<file path="src/hw/fp_single_pkg.sv">
/*
 * Package for the single-precision classify and denormalize unit.
 * Holds field layout, bias, exponent limits and the class encoding.
 * Assumes nothing of its surroundings beyond a SystemVerilog compiler.
 */
package fp_single_pkg;

    // --------------------------------------------------------------
    // Field layout
    // --------------------------------------------------------------
    localparam int SIGN_POS = 31;        // Sign bit position
    localparam int EXP_MSB = 30;         // Exponent field top
    localparam int EXP_LSB = 23;         // Exponent field bottom
    localparam int EXP_W = 8;            // Exponent width
    localparam int FRAC_W = 23;          // Stored fraction width
    localparam int QUIET_POS = 22;       // Top fraction bit

    // --------------------------------------------------------------
    // Exponent constants
    // --------------------------------------------------------------
    localparam int EXP_BIAS = 127;                   // Bias added to true exponent
    localparam int EXP_MAX = 255;                    // All-ones exponent
    localparam int NORM_MIN = 1;                     // Least normal biased exponent
    localparam int NORM_MAX = 254;                   // Largest normal biased exponent
    localparam int TRUE_MIN = NORM_MIN - EXP_BIAS;   // -126

    // Indefinite: negative quiet NaN with zero payload below the quiet bit
    localparam logic [31:0] INDEF_WORD = 32'hFFC00000;
    // Reset value of the result word
    localparam logic [31:0] RESULT_RST = 32'h00000000;

    // --------------------------------------------------------------
    // Carriers
    // --------------------------------------------------------------
    typedef enum logic [2:0] {
        CLS_ZERO, CLS_DENORMAL, CLS_NORMAL, CLS_INFINITY,
        CLS_QNAN, CLS_SNAN, CLS_INDEFINITE
    } fp_class_t;

    typedef struct packed {
        logic sign;
        logic [EXP_W-1:0] expField;
        logic [FRAC_W-1:0] frac;
    } fp_word_t;

    typedef struct packed {
        fp_class_t cls;       // Class of the operand
        logic negative;       // Sign as read
        logic isZero;         // Either signed zero
        logic isNan;          // Any NaN
    } fp_info_t;

endpackage : fp_single_pkg

</file>
<file path="src/hw/fp_classify.sv">
/*
 * Combinational classifier for one single-precision word.
 * Assumes the word is laid out as the package fp_word_t.
 */
`timescale 1ns/1ns
module fp_classify
    import fp_single_pkg::*;
(
    input wire fp_word_t word,
    output fp_info_t info
);

    // --------------------------------------------------------------
    // Field tests
    // --------------------------------------------------------------
    logic expZero;     // Exponent all zero
    logic expOnes;     // Exponent all ones
    logic fracZero;    // Fraction all zero

    assign expZero = (word.expField == EXP_W'(0));
    assign expOnes = (word.expField == EXP_W'(EXP_MAX));
    assign fracZero = (word.frac == FRAC_W'(0));

    // Exactly one class per encoding, plus sign and zero/NaN tests
    always_comb begin
        info.negative = word.sign;
        info.isZero = expZero && fracZero;
        info.isNan = expOnes && !fracZero;
        if (expZero && fracZero) begin
            info.cls = CLS_ZERO;
        end else if (expZero) begin
            info.cls = CLS_DENORMAL;
        end else if (expOnes && fracZero) begin
            info.cls = CLS_INFINITY;
        end else if (expOnes) begin
            if (word == INDEF_WORD) begin
                info.cls = CLS_INDEFINITE;
            end else if (word.frac[QUIET_POS]) begin
                info.cls = CLS_QNAN;
            end else begin
                info.cls = CLS_SNAN;
            end
        end else begin
            info.cls = CLS_NORMAL;
        end
    end

endmodule : fp_classify

</file>
<file path="src/hw/fp_single_classify_denormalize.sv">
/*
 * Single-precision classify and normalize/denormalize unit.
 * Takes a source operand to classify and a raw result (sign, signed
 * true exponent, significand with explicit integer bit) to encode.
 * Assumes the arithmetic pipeline drives inputs synchronous to clk.
 */
// Behaviour
// - Sign zero positive, one negative
// - Significand: integer bit plus fraction, implied
// - Single precision bias is plus 127
// - Stored exponent is true plus bias
// - Biased 1 to 254 is normal
// - Normalize: strip leading zeros, decrement exponent
// - Zero exponent nonzero fraction is denormal
// - Plus and minus zero compare equal
// - Below -126 shift right to -126
// - All bits shifted out gives zero
// - Normal whenever range allows, else denormal
// - Underflow flag on denormal result creation
// - Denormal-operand flag on denormal source
// - Exactly one class per encoding
// - Infinity: exponent 255, zero fraction
// - Max exponent nonzero fraction is NaN
// - Top fraction bit set means quiet
`timescale 1ns/1ns
module fp_single_classify_denormalize
    import fp_single_pkg::*;
#(
    parameter int SIG_W = 24,      // Raw significand width, integer bit on top
    parameter int TEXP_W = 10      // Signed true exponent width
) (
    input wire logic clk,
    input wire logic rst_n,
    input wire logic inValid,                 // Operand and raw result valid
    input wire logic [31:0] operand,          // Source operand to classify
    input wire logic [31:0] compareOperand,   // Second source for equality
    input wire logic resSign,                 // Raw result sign
    input wire logic signed [TEXP_W-1:0] resExp,  // Raw result true exponent
    input wire logic [SIG_W-1:0] resSig,      // Raw result significand
    output logic outValid,                    // Results valid
    output fp_class_t operandClass,           // Class of operand
    output logic operandNegative,             // Operand sign
    output logic operandsEqual,               // Operands equal in value
    output logic [31:0] result,               // Encoded result word
    output fp_class_t resultClass,            // Class of result word
    output logic underflowFlag,               // Denormal result created
    output logic denormalOperandFlag          // A source was denormal
);

    // --------------------------------------------------------------
    // Parameter checks
    // --------------------------------------------------------------
    // Refuse widths the datapath cannot serve
    if (SIG_W != FRAC_W + 1) begin : gBadSig
        $error("SIG_W must be fraction width plus one");
    end
    if (TEXP_W < EXP_W + 2 || TEXP_W > 16) begin : gBadExp
        $error("TEXP_W out of range");
    end

    localparam int SH_W = 5;   // Shift amount width, covers SIG_W

    // --------------------------------------------------------------
    // Operand classification
    // --------------------------------------------------------------
    fp_info_t opInfo;     // Info for first source
    fp_info_t cmpInfo;    // Info for second source
    fp_info_t resInfo;    // Info for encoded result

    fp_classify uClassOp (
        .word(fp_word_t'(operand)),
        .info(opInfo)
    );

    fp_classify uClassCmp (
        .word(fp_word_t'(compareOperand)),
        .info(cmpInfo)
    );

    // --------------------------------------------------------------
    // Normalization: leading zero count
    // --------------------------------------------------------------
    logic [SH_W-1:0] leadZeros;   // Leading zeros of resSig
    logic sigZero;                // Raw significand is zero

    assign sigZero = (resSig == SIG_W'(0));

    // Scan up from bit 0; the highest set bit wins
    always_comb begin
        leadZeros = SH_W'(0);
        for (int i = 0; i < SIG_W; i++) begin
            if (resSig[i]) begin
                leadZeros = SH_W'(SIG_W - 1 - i);
            end
        end
    end

    // --------------------------------------------------------------
    // Exponent and significand adjust
    // --------------------------------------------------------------
    logic signed [TEXP_W:0] normExp;     // True exponent after normalizing
    logic signed [TEXP_W:0] biasedExp;   // Exponent plus bias
    logic [SIG_W-1:0] normSig;           // Significand with integer bit set
    logic [SIG_W-1:0] outSig;            // Significand after denormalizing
    logic [TEXP_W:0] shiftNeed;          // Right shift to reach -126
    logic makesDenormal;                 // Result goes denormal
    logic [31:0] next_result;            // Encoded result word

    assign normSig = resSig << leadZeros;
    assign normExp = (TEXP_W+1)'(resExp) - (TEXP_W+1)'(signed'({1'b0, leadZeros}));
    assign biasedExp = normExp + (TEXP_W+1)'(EXP_BIAS);
    assign shiftNeed = (TEXP_W+1)'(TRUE_MIN) - normExp;

    // Encode the result word
    always_comb begin
        outSig = normSig;
        makesDenormal = 1'b0;
        next_result = {resSign, 31'h00000000};
        if (sigZero) begin
            // Exact zero keeps its sign
            next_result = {resSign, 31'h00000000};
        end else if (biasedExp > (TEXP_W+1)'(NORM_MAX)) begin
            // Overflow: signed infinity
            next_result = {resSign, EXP_W'(EXP_MAX), FRAC_W'(0)};
        end else if (biasedExp >= (TEXP_W+1)'(NORM_MIN)) begin
            next_result = {resSign, biasedExp[EXP_W-1:0], normSig[FRAC_W-1:0]};
        end else begin
            if (shiftNeed >= (TEXP_W+1)'(SIG_W)) begin
                outSig = SIG_W'(0);
            end else begin
                outSig = normSig >> shiftNeed;
            end
            makesDenormal = (outSig != SIG_W'(0));
            next_result = {resSign, EXP_W'(0), outSig[FRAC_W-1:0]};
        end
    end

    fp_classify uClassRes (
        .word(fp_word_t'(result)),
        .info(resInfo)
    );
    assign resultClass = resInfo.cls;

    // --------------------------------------------------------------
    // Registered outputs
    // --------------------------------------------------------------
    // Valid pipeline stage
    always_ff @(posedge clk or negedge rst_n) begin
        if (!rst_n) begin
            outValid <= 1'b0;
        end else begin
            outValid <= inValid;
        end
    end

    // Operand class and comparison
    always_ff @(posedge clk or negedge rst_n) begin
        if (!rst_n) begin
            operandClass <= CLS_ZERO;
            operandNegative <= 1'b0;
            operandsEqual <= 1'b0;
        end else if (inValid) begin
            operandClass <= opInfo.cls;
            operandNegative <= opInfo.negative;
            if (opInfo.isNan || cmpInfo.isNan) begin
                operandsEqual <= 1'b0;
            end else if (opInfo.isZero && cmpInfo.isZero) begin
                operandsEqual <= 1'b1;
            end else begin
                operandsEqual <= (operand == compareOperand);
            end
        end
    end

    // Result word
    always_ff @(posedge clk or negedge rst_n) begin
        if (!rst_n) begin
            result <= RESULT_RST;
        end else if (inValid) begin
            result <= next_result;
        end
    end

    // Exception flags, per operation
    always_ff @(posedge clk or negedge rst_n) begin
        if (!rst_n) begin
            underflowFlag <= 1'b0;
            denormalOperandFlag <= 1'b0;
        end else if (inValid) begin
            underflowFlag <= makesDenormal;
            denormalOperandFlag <= (opInfo.cls == CLS_DENORMAL)
                || (cmpInfo.cls == CLS_DENORMAL);
        end else begin
            underflowFlag <= 1'b0;
            denormalOperandFlag <= 1'b0;
        end
    end

endmodule : fp_single_classify_denormalize

</file>
<file path="config.mk">
export PLATFORM = sky130hd
export DESIGN_NAME = fp_single_classify_denormalize
export DESIGN_NICKNAME = d
export VERILOG_FILES = /design/src/hw/fp_single_pkg.sv /design/src/hw/fp_classify.sv /design/src/hw/fp_single_classify_denormalize.sv
export SDC_FILE = /design/constraint.sdc
export NUM_CORES = 1
export LEC_CHECK = 0
export ABC_CLOCK_PERIOD_IN_PS = 4980
export BUFFER_PORTS_ARGS = -buffer_cell sky130_fd_sc_hd__buf_2
export CAP_MARGIN = 30
export CORE_UTILIZATION = 50
export DETAILED_ROUTE_END_ITERATION = 12
export GPL_ROUTABILITY_DRIVEN = 0
export PLACE_DENSITY = 0.85
export SYNTH_ARGS = -nofsm -noshare
export SYNTH_HDL_FRONTEND = slang
export SYNTH_SLANG_ARGS = --single-unit
</file>
<file path="constraint.sdc">
create_clock -name clk -period 4.98 [get_ports clk]
set_input_delay 0.996 -clock clk [delete_from_list [all_inputs] [get_ports clk]]
set_output_delay 0.996 -clock clk [all_outputs]
set_load 0.02 [all_outputs]
</file>
==> results of run 1 <==
-- kinds of logic after synthesis --
logic type               count (synthesis)  share of synthesized area [%]
flip-flops                              40                           14.8
AND/OR/NAND/NOR                        385                           28.9
XOR/XNOR                                51                           6.59
buffers and inverters                   90                           6.31
AO/OA/AOI/OAI                          332                           36.1
multiplexers                            26                           5.33
adder cells (fa/ha/maj)                 10                           1.96
-- timing repair --
item | CTS
pin swaps | 60
setup buffers | 26
cloned | 5
resized for setup | 137
hold endpoints to repair | 0
endpoints found under the setup margin | 29
-- metrics by stage --
stage	TNS (ps)	area, um2	hold slack, ps	cells	util [%]
detailed placement	-17380	9590	475	1444	72.4
CTS	-1530	10700	488	1483	80.9
floorplan	-12380	7110	593	934	-
global placement	-12540	9590	468	1444	72.4
-- per-layer routing --
metal  global-route usage, %  GRT overflow
met2                    87.7            35
met3                    61.6             4
met5                    30.5             0
met1                    67.9             3
met4                    69.6            48
-- synthesized netlist by cell type (4+ instances only) --
master     count
nand4_1       15
or3_1          5
a211oi_2       5
xor2_1        39
a2111oi_0      9
clkbuf_1      32
o21a_1         4
o21ai_0       48
a21oi_1       49
inv_1         26
buf_2         17
and3_1         4
and2_1         8
nor4_1        44
mux2i_1       12
o221ai_1       9
nand3_1       26
nor2b_1        7
a32o_1         6
ha_1           9
nand2_1       95
mux4_2         7
buf_6          6
o31ai_1       12
o211ai_1      25
or4_1          6
or2_2          6
a31oi_1       20
mux2_2         5
a221oi_1       5
nor3_1        33
a311oi_1       4
a21o_1         6
o21ai_1        6
nand2b_1      11
xnor2_1       12
a211oi_1      18
o22ai_1       23
dfrtp_1       40
o32ai_1        4
a22oi_1        9
o2bb2ai_1     16
o21bai_1       6
nor2_1       100
a22o_1         7
==> flow_summary_export.csv, run 1 <==
group,metric,value,unit
yosys,synth_cells,934,
yosys,synth_top_area_cell,"dfrtp_1",
global_routing,overflow,90,
placement,place.detailed.hpwl,23700,um
global_routing,grt_start_max_net_pins,41,
cts,cts_buffer_depth,2,
cts,clock-sinks,40,
die,io_pins,145,
yosys,synth_area,6780,um2
yosys,synth-edff-count,0,
yosys,synth_nets,1046,
status,status,"stopped before the end",
cts,cts_buffers,5,
placement,post-place-ws,-774,ps
cts,root_buffer,"clkbuf_16",
cts,hold_buffers,0,
yosys,yosysWarnings,0,
yosys,synth-seq-cells,40,
yosys,ys_seq_area_share,14.8,%
global_routing,grt_pass1_wl,75000,um
placement,numPortBuffers,144,
die,rows,42,
yosys,synth_flop_cell,"dfrtp_1",
global_routing,grt_pass1_vias,12200,
yosys,synth_top_cell_area_share,14.8,%
yosys,synthTopCellsByArea,"dfrtp_1 15%, nor2_1 5.5%, nand2_1 5.3%",
die,die_height,118,um
die,die_w,118,um
status,error,"[ERROR GRT-0116] Global routing finished with congestion. Check the congestion regions in the DRC Viewer.",
global_routing,track_usage,71.3,%
yosys,synth_area_per_cell,7.26,um2
status,failing_step,"global routing (5_1_grt)",
die,initial_utilization,51.2,%
cts,htreeDepth,2,
yosys,synth_cell_type_count,97,
yosys,ys_async_sr_fraction,100,%
==> inputs of run 2 (changes only) <==
CORE_UTILIZATION = 35   (was 50)
PLACE_DENSITY = unset   (was 0.85)
PLACE_DENSITY_LB_ADDON = 0.15   (was unset)
==> run 2 against run 1 <==
  * Area after synthesis stayed put
  * The flow now finishes, with violations (setup timing)
  * Synthesized cell count stayed put
==> flow_summary_export.csv, run 2 <==
group,metric,value,unit
die,core,18800,um2
detailed_routing,avgViaCountPerCell,5.90,
sta,worst-slew-pin-transition,915,ps
yosys,synth_cells,934,
die,die-area,19900,um2
final_layout,final_cell_mix,"277 x buf_4, 140 x buf_2, 92 x nand2_1, 89 x nor2_1, 43 x a21oi_1",
power_and_ir_drop,power.density,212,nW/um2
sta,rsz0062_at_grt,"true",
cts,htreeDepth,2,
cts,cts_buffer_depth,2,
cts,hold_buffers,0,
die,rows,50,
sta,timing.slew.headroom,39.0,%
sta,period_share,107,%
sta,max_freq,188,MHz
detailed_routing,wl_met1,12900,um
worst_setup_path,critical_path_peak_fanout,6,
detailed_routing,dr.pass1.iters,7,
status,status,"complete, but fails checks",
final_layout,largest_register,"result",
sta,finalSetupTns,-5000,ps
final_layout,area_growth,54.1,%
global_routing,grt_start_max_net_pins,41,
detailed_routing,wl,29200,um
yosys,ys_seq_area_share,14.8,%
detailed_routing,wire_per_inst,18.6,um
detailed_routing,wl_met2,12900,um
sta,fin_ws,-350,ps
detailed_routing,drcViolationCount,0,
final_layout,nets,1424,
power_and_ir_drop,peakVddDrop,0.108,mV
worst_setup_path,cp-start-kind,"input pin",
sta,skew,0,ps
yosys,synth_area,6780,um2
die,initial_utilization,36.0,%
sta,setup_viol,28,
run,maxCapViolCount,0,
yosys,synthTopCellsByArea,"dfrtp_1 15%, nor2_1 5.5%, nand2_1 5.3%",
detailed_routing,drt_iter0_drc,1002,
final_layout,layout_commonest_cell,"buf_4",
yosys,yosysWarnings,0,
placement,numPortBuffers,144,
worst_setup_path,arrival,5520,ps
yosys,synth_area_per_cell,7.26,um2
yosys,synth_nets,1046,
global_routing,grt_pass1_vias,8830,
final_layout,fillers,1836,
detailed_routing,ant_nets,0,
global_routing,grt_pass1_wl,46400,um
die,die_height,141,um
yosys,synth-edff-count,0,
final_layout,diodes,0,
sta,hold_violations,0,
yosys,synth_top_area_cell,"dfrtp_1",
power_and_ir_drop,power,2220,uW
detailed_routing,top_layer,"met4",
die,die_w,141,um
worst_setup_path,cp-end-kind,"flop",
final_layout,top_regs,"result: 32 flops, operandClass: 3 flops",
sta,min_period,5330,ps
yosys,synth_flop_cell,"dfrtp_1",
die,io_pins,145,
placement,dp_cells,1551,
yosys,synth_cell_type_count,97,
status,violations,"setup timing",
worst_setup_path,critical_path_required,5170,ps
final_layout,largest_reg_flops,32,
power_and_ir_drop,p_leak,0.00450,uW
final_layout,stdcell_count,1573,
yosys,synth_top_cell_area_share,14.8,%
min_path,hold_path_class,"flop to flop",
global_routing,antenna_found_initial,0,
cts,cts_buffers,5,
detailed_routing,wl_met3,2290,um
detailed_routing,vias,9276,
cts,clkTransAtPathRegs,60,ps
cts,root_buffer,"clkbuf_16",
yosys,ys_async_sr_fraction,100,%
placement,place.detailed.hpwl,23900,um
global_routing,overflow,0,
yosys,yosysMostFrequentCell,"nor2_1",
placement,dpl_cell_area,9900,um2
yosys,synth-seq-cells,40,
final_layout,fin_area,10400,um2
cts,clock-sinks,40,
global_routing,track_usage,29.1,%
sta,maxSlewViolCount,0,
worst_setup_path,crit_type,"input pin to flop",
final_layout,drive_gt1_share,43.6,%
cts,cts_tree,"built",
cts,worstSkewPairLatency,280,ps
yosys,yosys-top-cells-count,"100 x nor2_1, 95 x nand2_1, 49 x a21oi_1",
==> run 2: routing by layer <==
metal  GRT usage [%]  up-vias
met5               0        -
met4            12.6        0
met3            2.92       99
met2            46.3      508
met1            39.9     4288
li1                -     4381
==> run 2: layout make-up <==
| cell class | count | area (um2) | area share [%] |
|---|---|---|---|
| clock buffer | 6 | 139 | 1.33 |
| clock inverter | 2 | 15.0 | 0.144 |
| inverter | 31 | 121 | 1.16 |
| multi-input combinational | 804 | 5870 | 56.2 |
| sequential | 40 | 1000 | 9.58 |
| tap | 260 | 325 | 3.11 |
| timing repair buffer | 430 | 2980 | 28.5 |
==> run 2: worst paths after layout <==
path	from	cells after the start	slack [ps]	endpoint
max	resSig[19]	22	-350	underflowFlag
min	operandsEqual	2	490	operandsEqual
max reg2reg	result[26]	1	4210	result[26]
min reg2reg	operandsEqual	2	490	operandsEqual
max in group asynchronous	rst_n	1	3600	result[31]
min in group asynchronous	rst_n	1	830	result[9]
==> run 2: report_power, final <==
part | switching, uW | internal (uW)
sequential | 29.0 | 359
clock | 127 | 199
combinational | 854 | 649
total | 1010 | 1210
==> run 2: critical path, cell delays in order <==
cell       delay [ps]
buf_6             100
nor3b_4           140
or3_4             430
nor3_4            180
a21oi_4            90
inv_4              80
ha_4              130
inv_2              30
fa_2              400
a211oi_4          290
nor2_2             80
xnor2_2           180
nand4_1           140
or4b_1            500
a21o_1            230
buf_12            150
or3_1             470
o22ai_2           300
nor3_1             80
o2111ai_1         250
nor4_2             90
a211oi_2          190
==> run 2: what timing repair did <==
action	in CTS	in global routing
gates cloned	0	0
setup buffers	11	3
resized for setup	35	26
pin swaps	28	9
endpoints found under the setup margin	29	29
==> run 2: cells by family after synthesis <==
logic type,Yosys count,synth area share (%)
AO/OA/AOI/OAI,332,36.1
XOR/XNOR,51,6.59
adder cells (fa/ha/maj),10,1.96
buffers and inverters,90,6.31
flip-flops,40,14.8
multiplexers,26,5.33
AND/OR/NAND/NOR,385,28.9
==> run 2: metrics by stage <==
step,worst slack [ps],util [%],hold slack [ps]
floorplan,-570,-,593
global placement,-645,52.6,482
detailed placement,-728,52.6,476
CTS,-250,54.6,491
global route,-602,55.5,532
finish,-350,55.5,487
(Power assumes the default switching activity.)
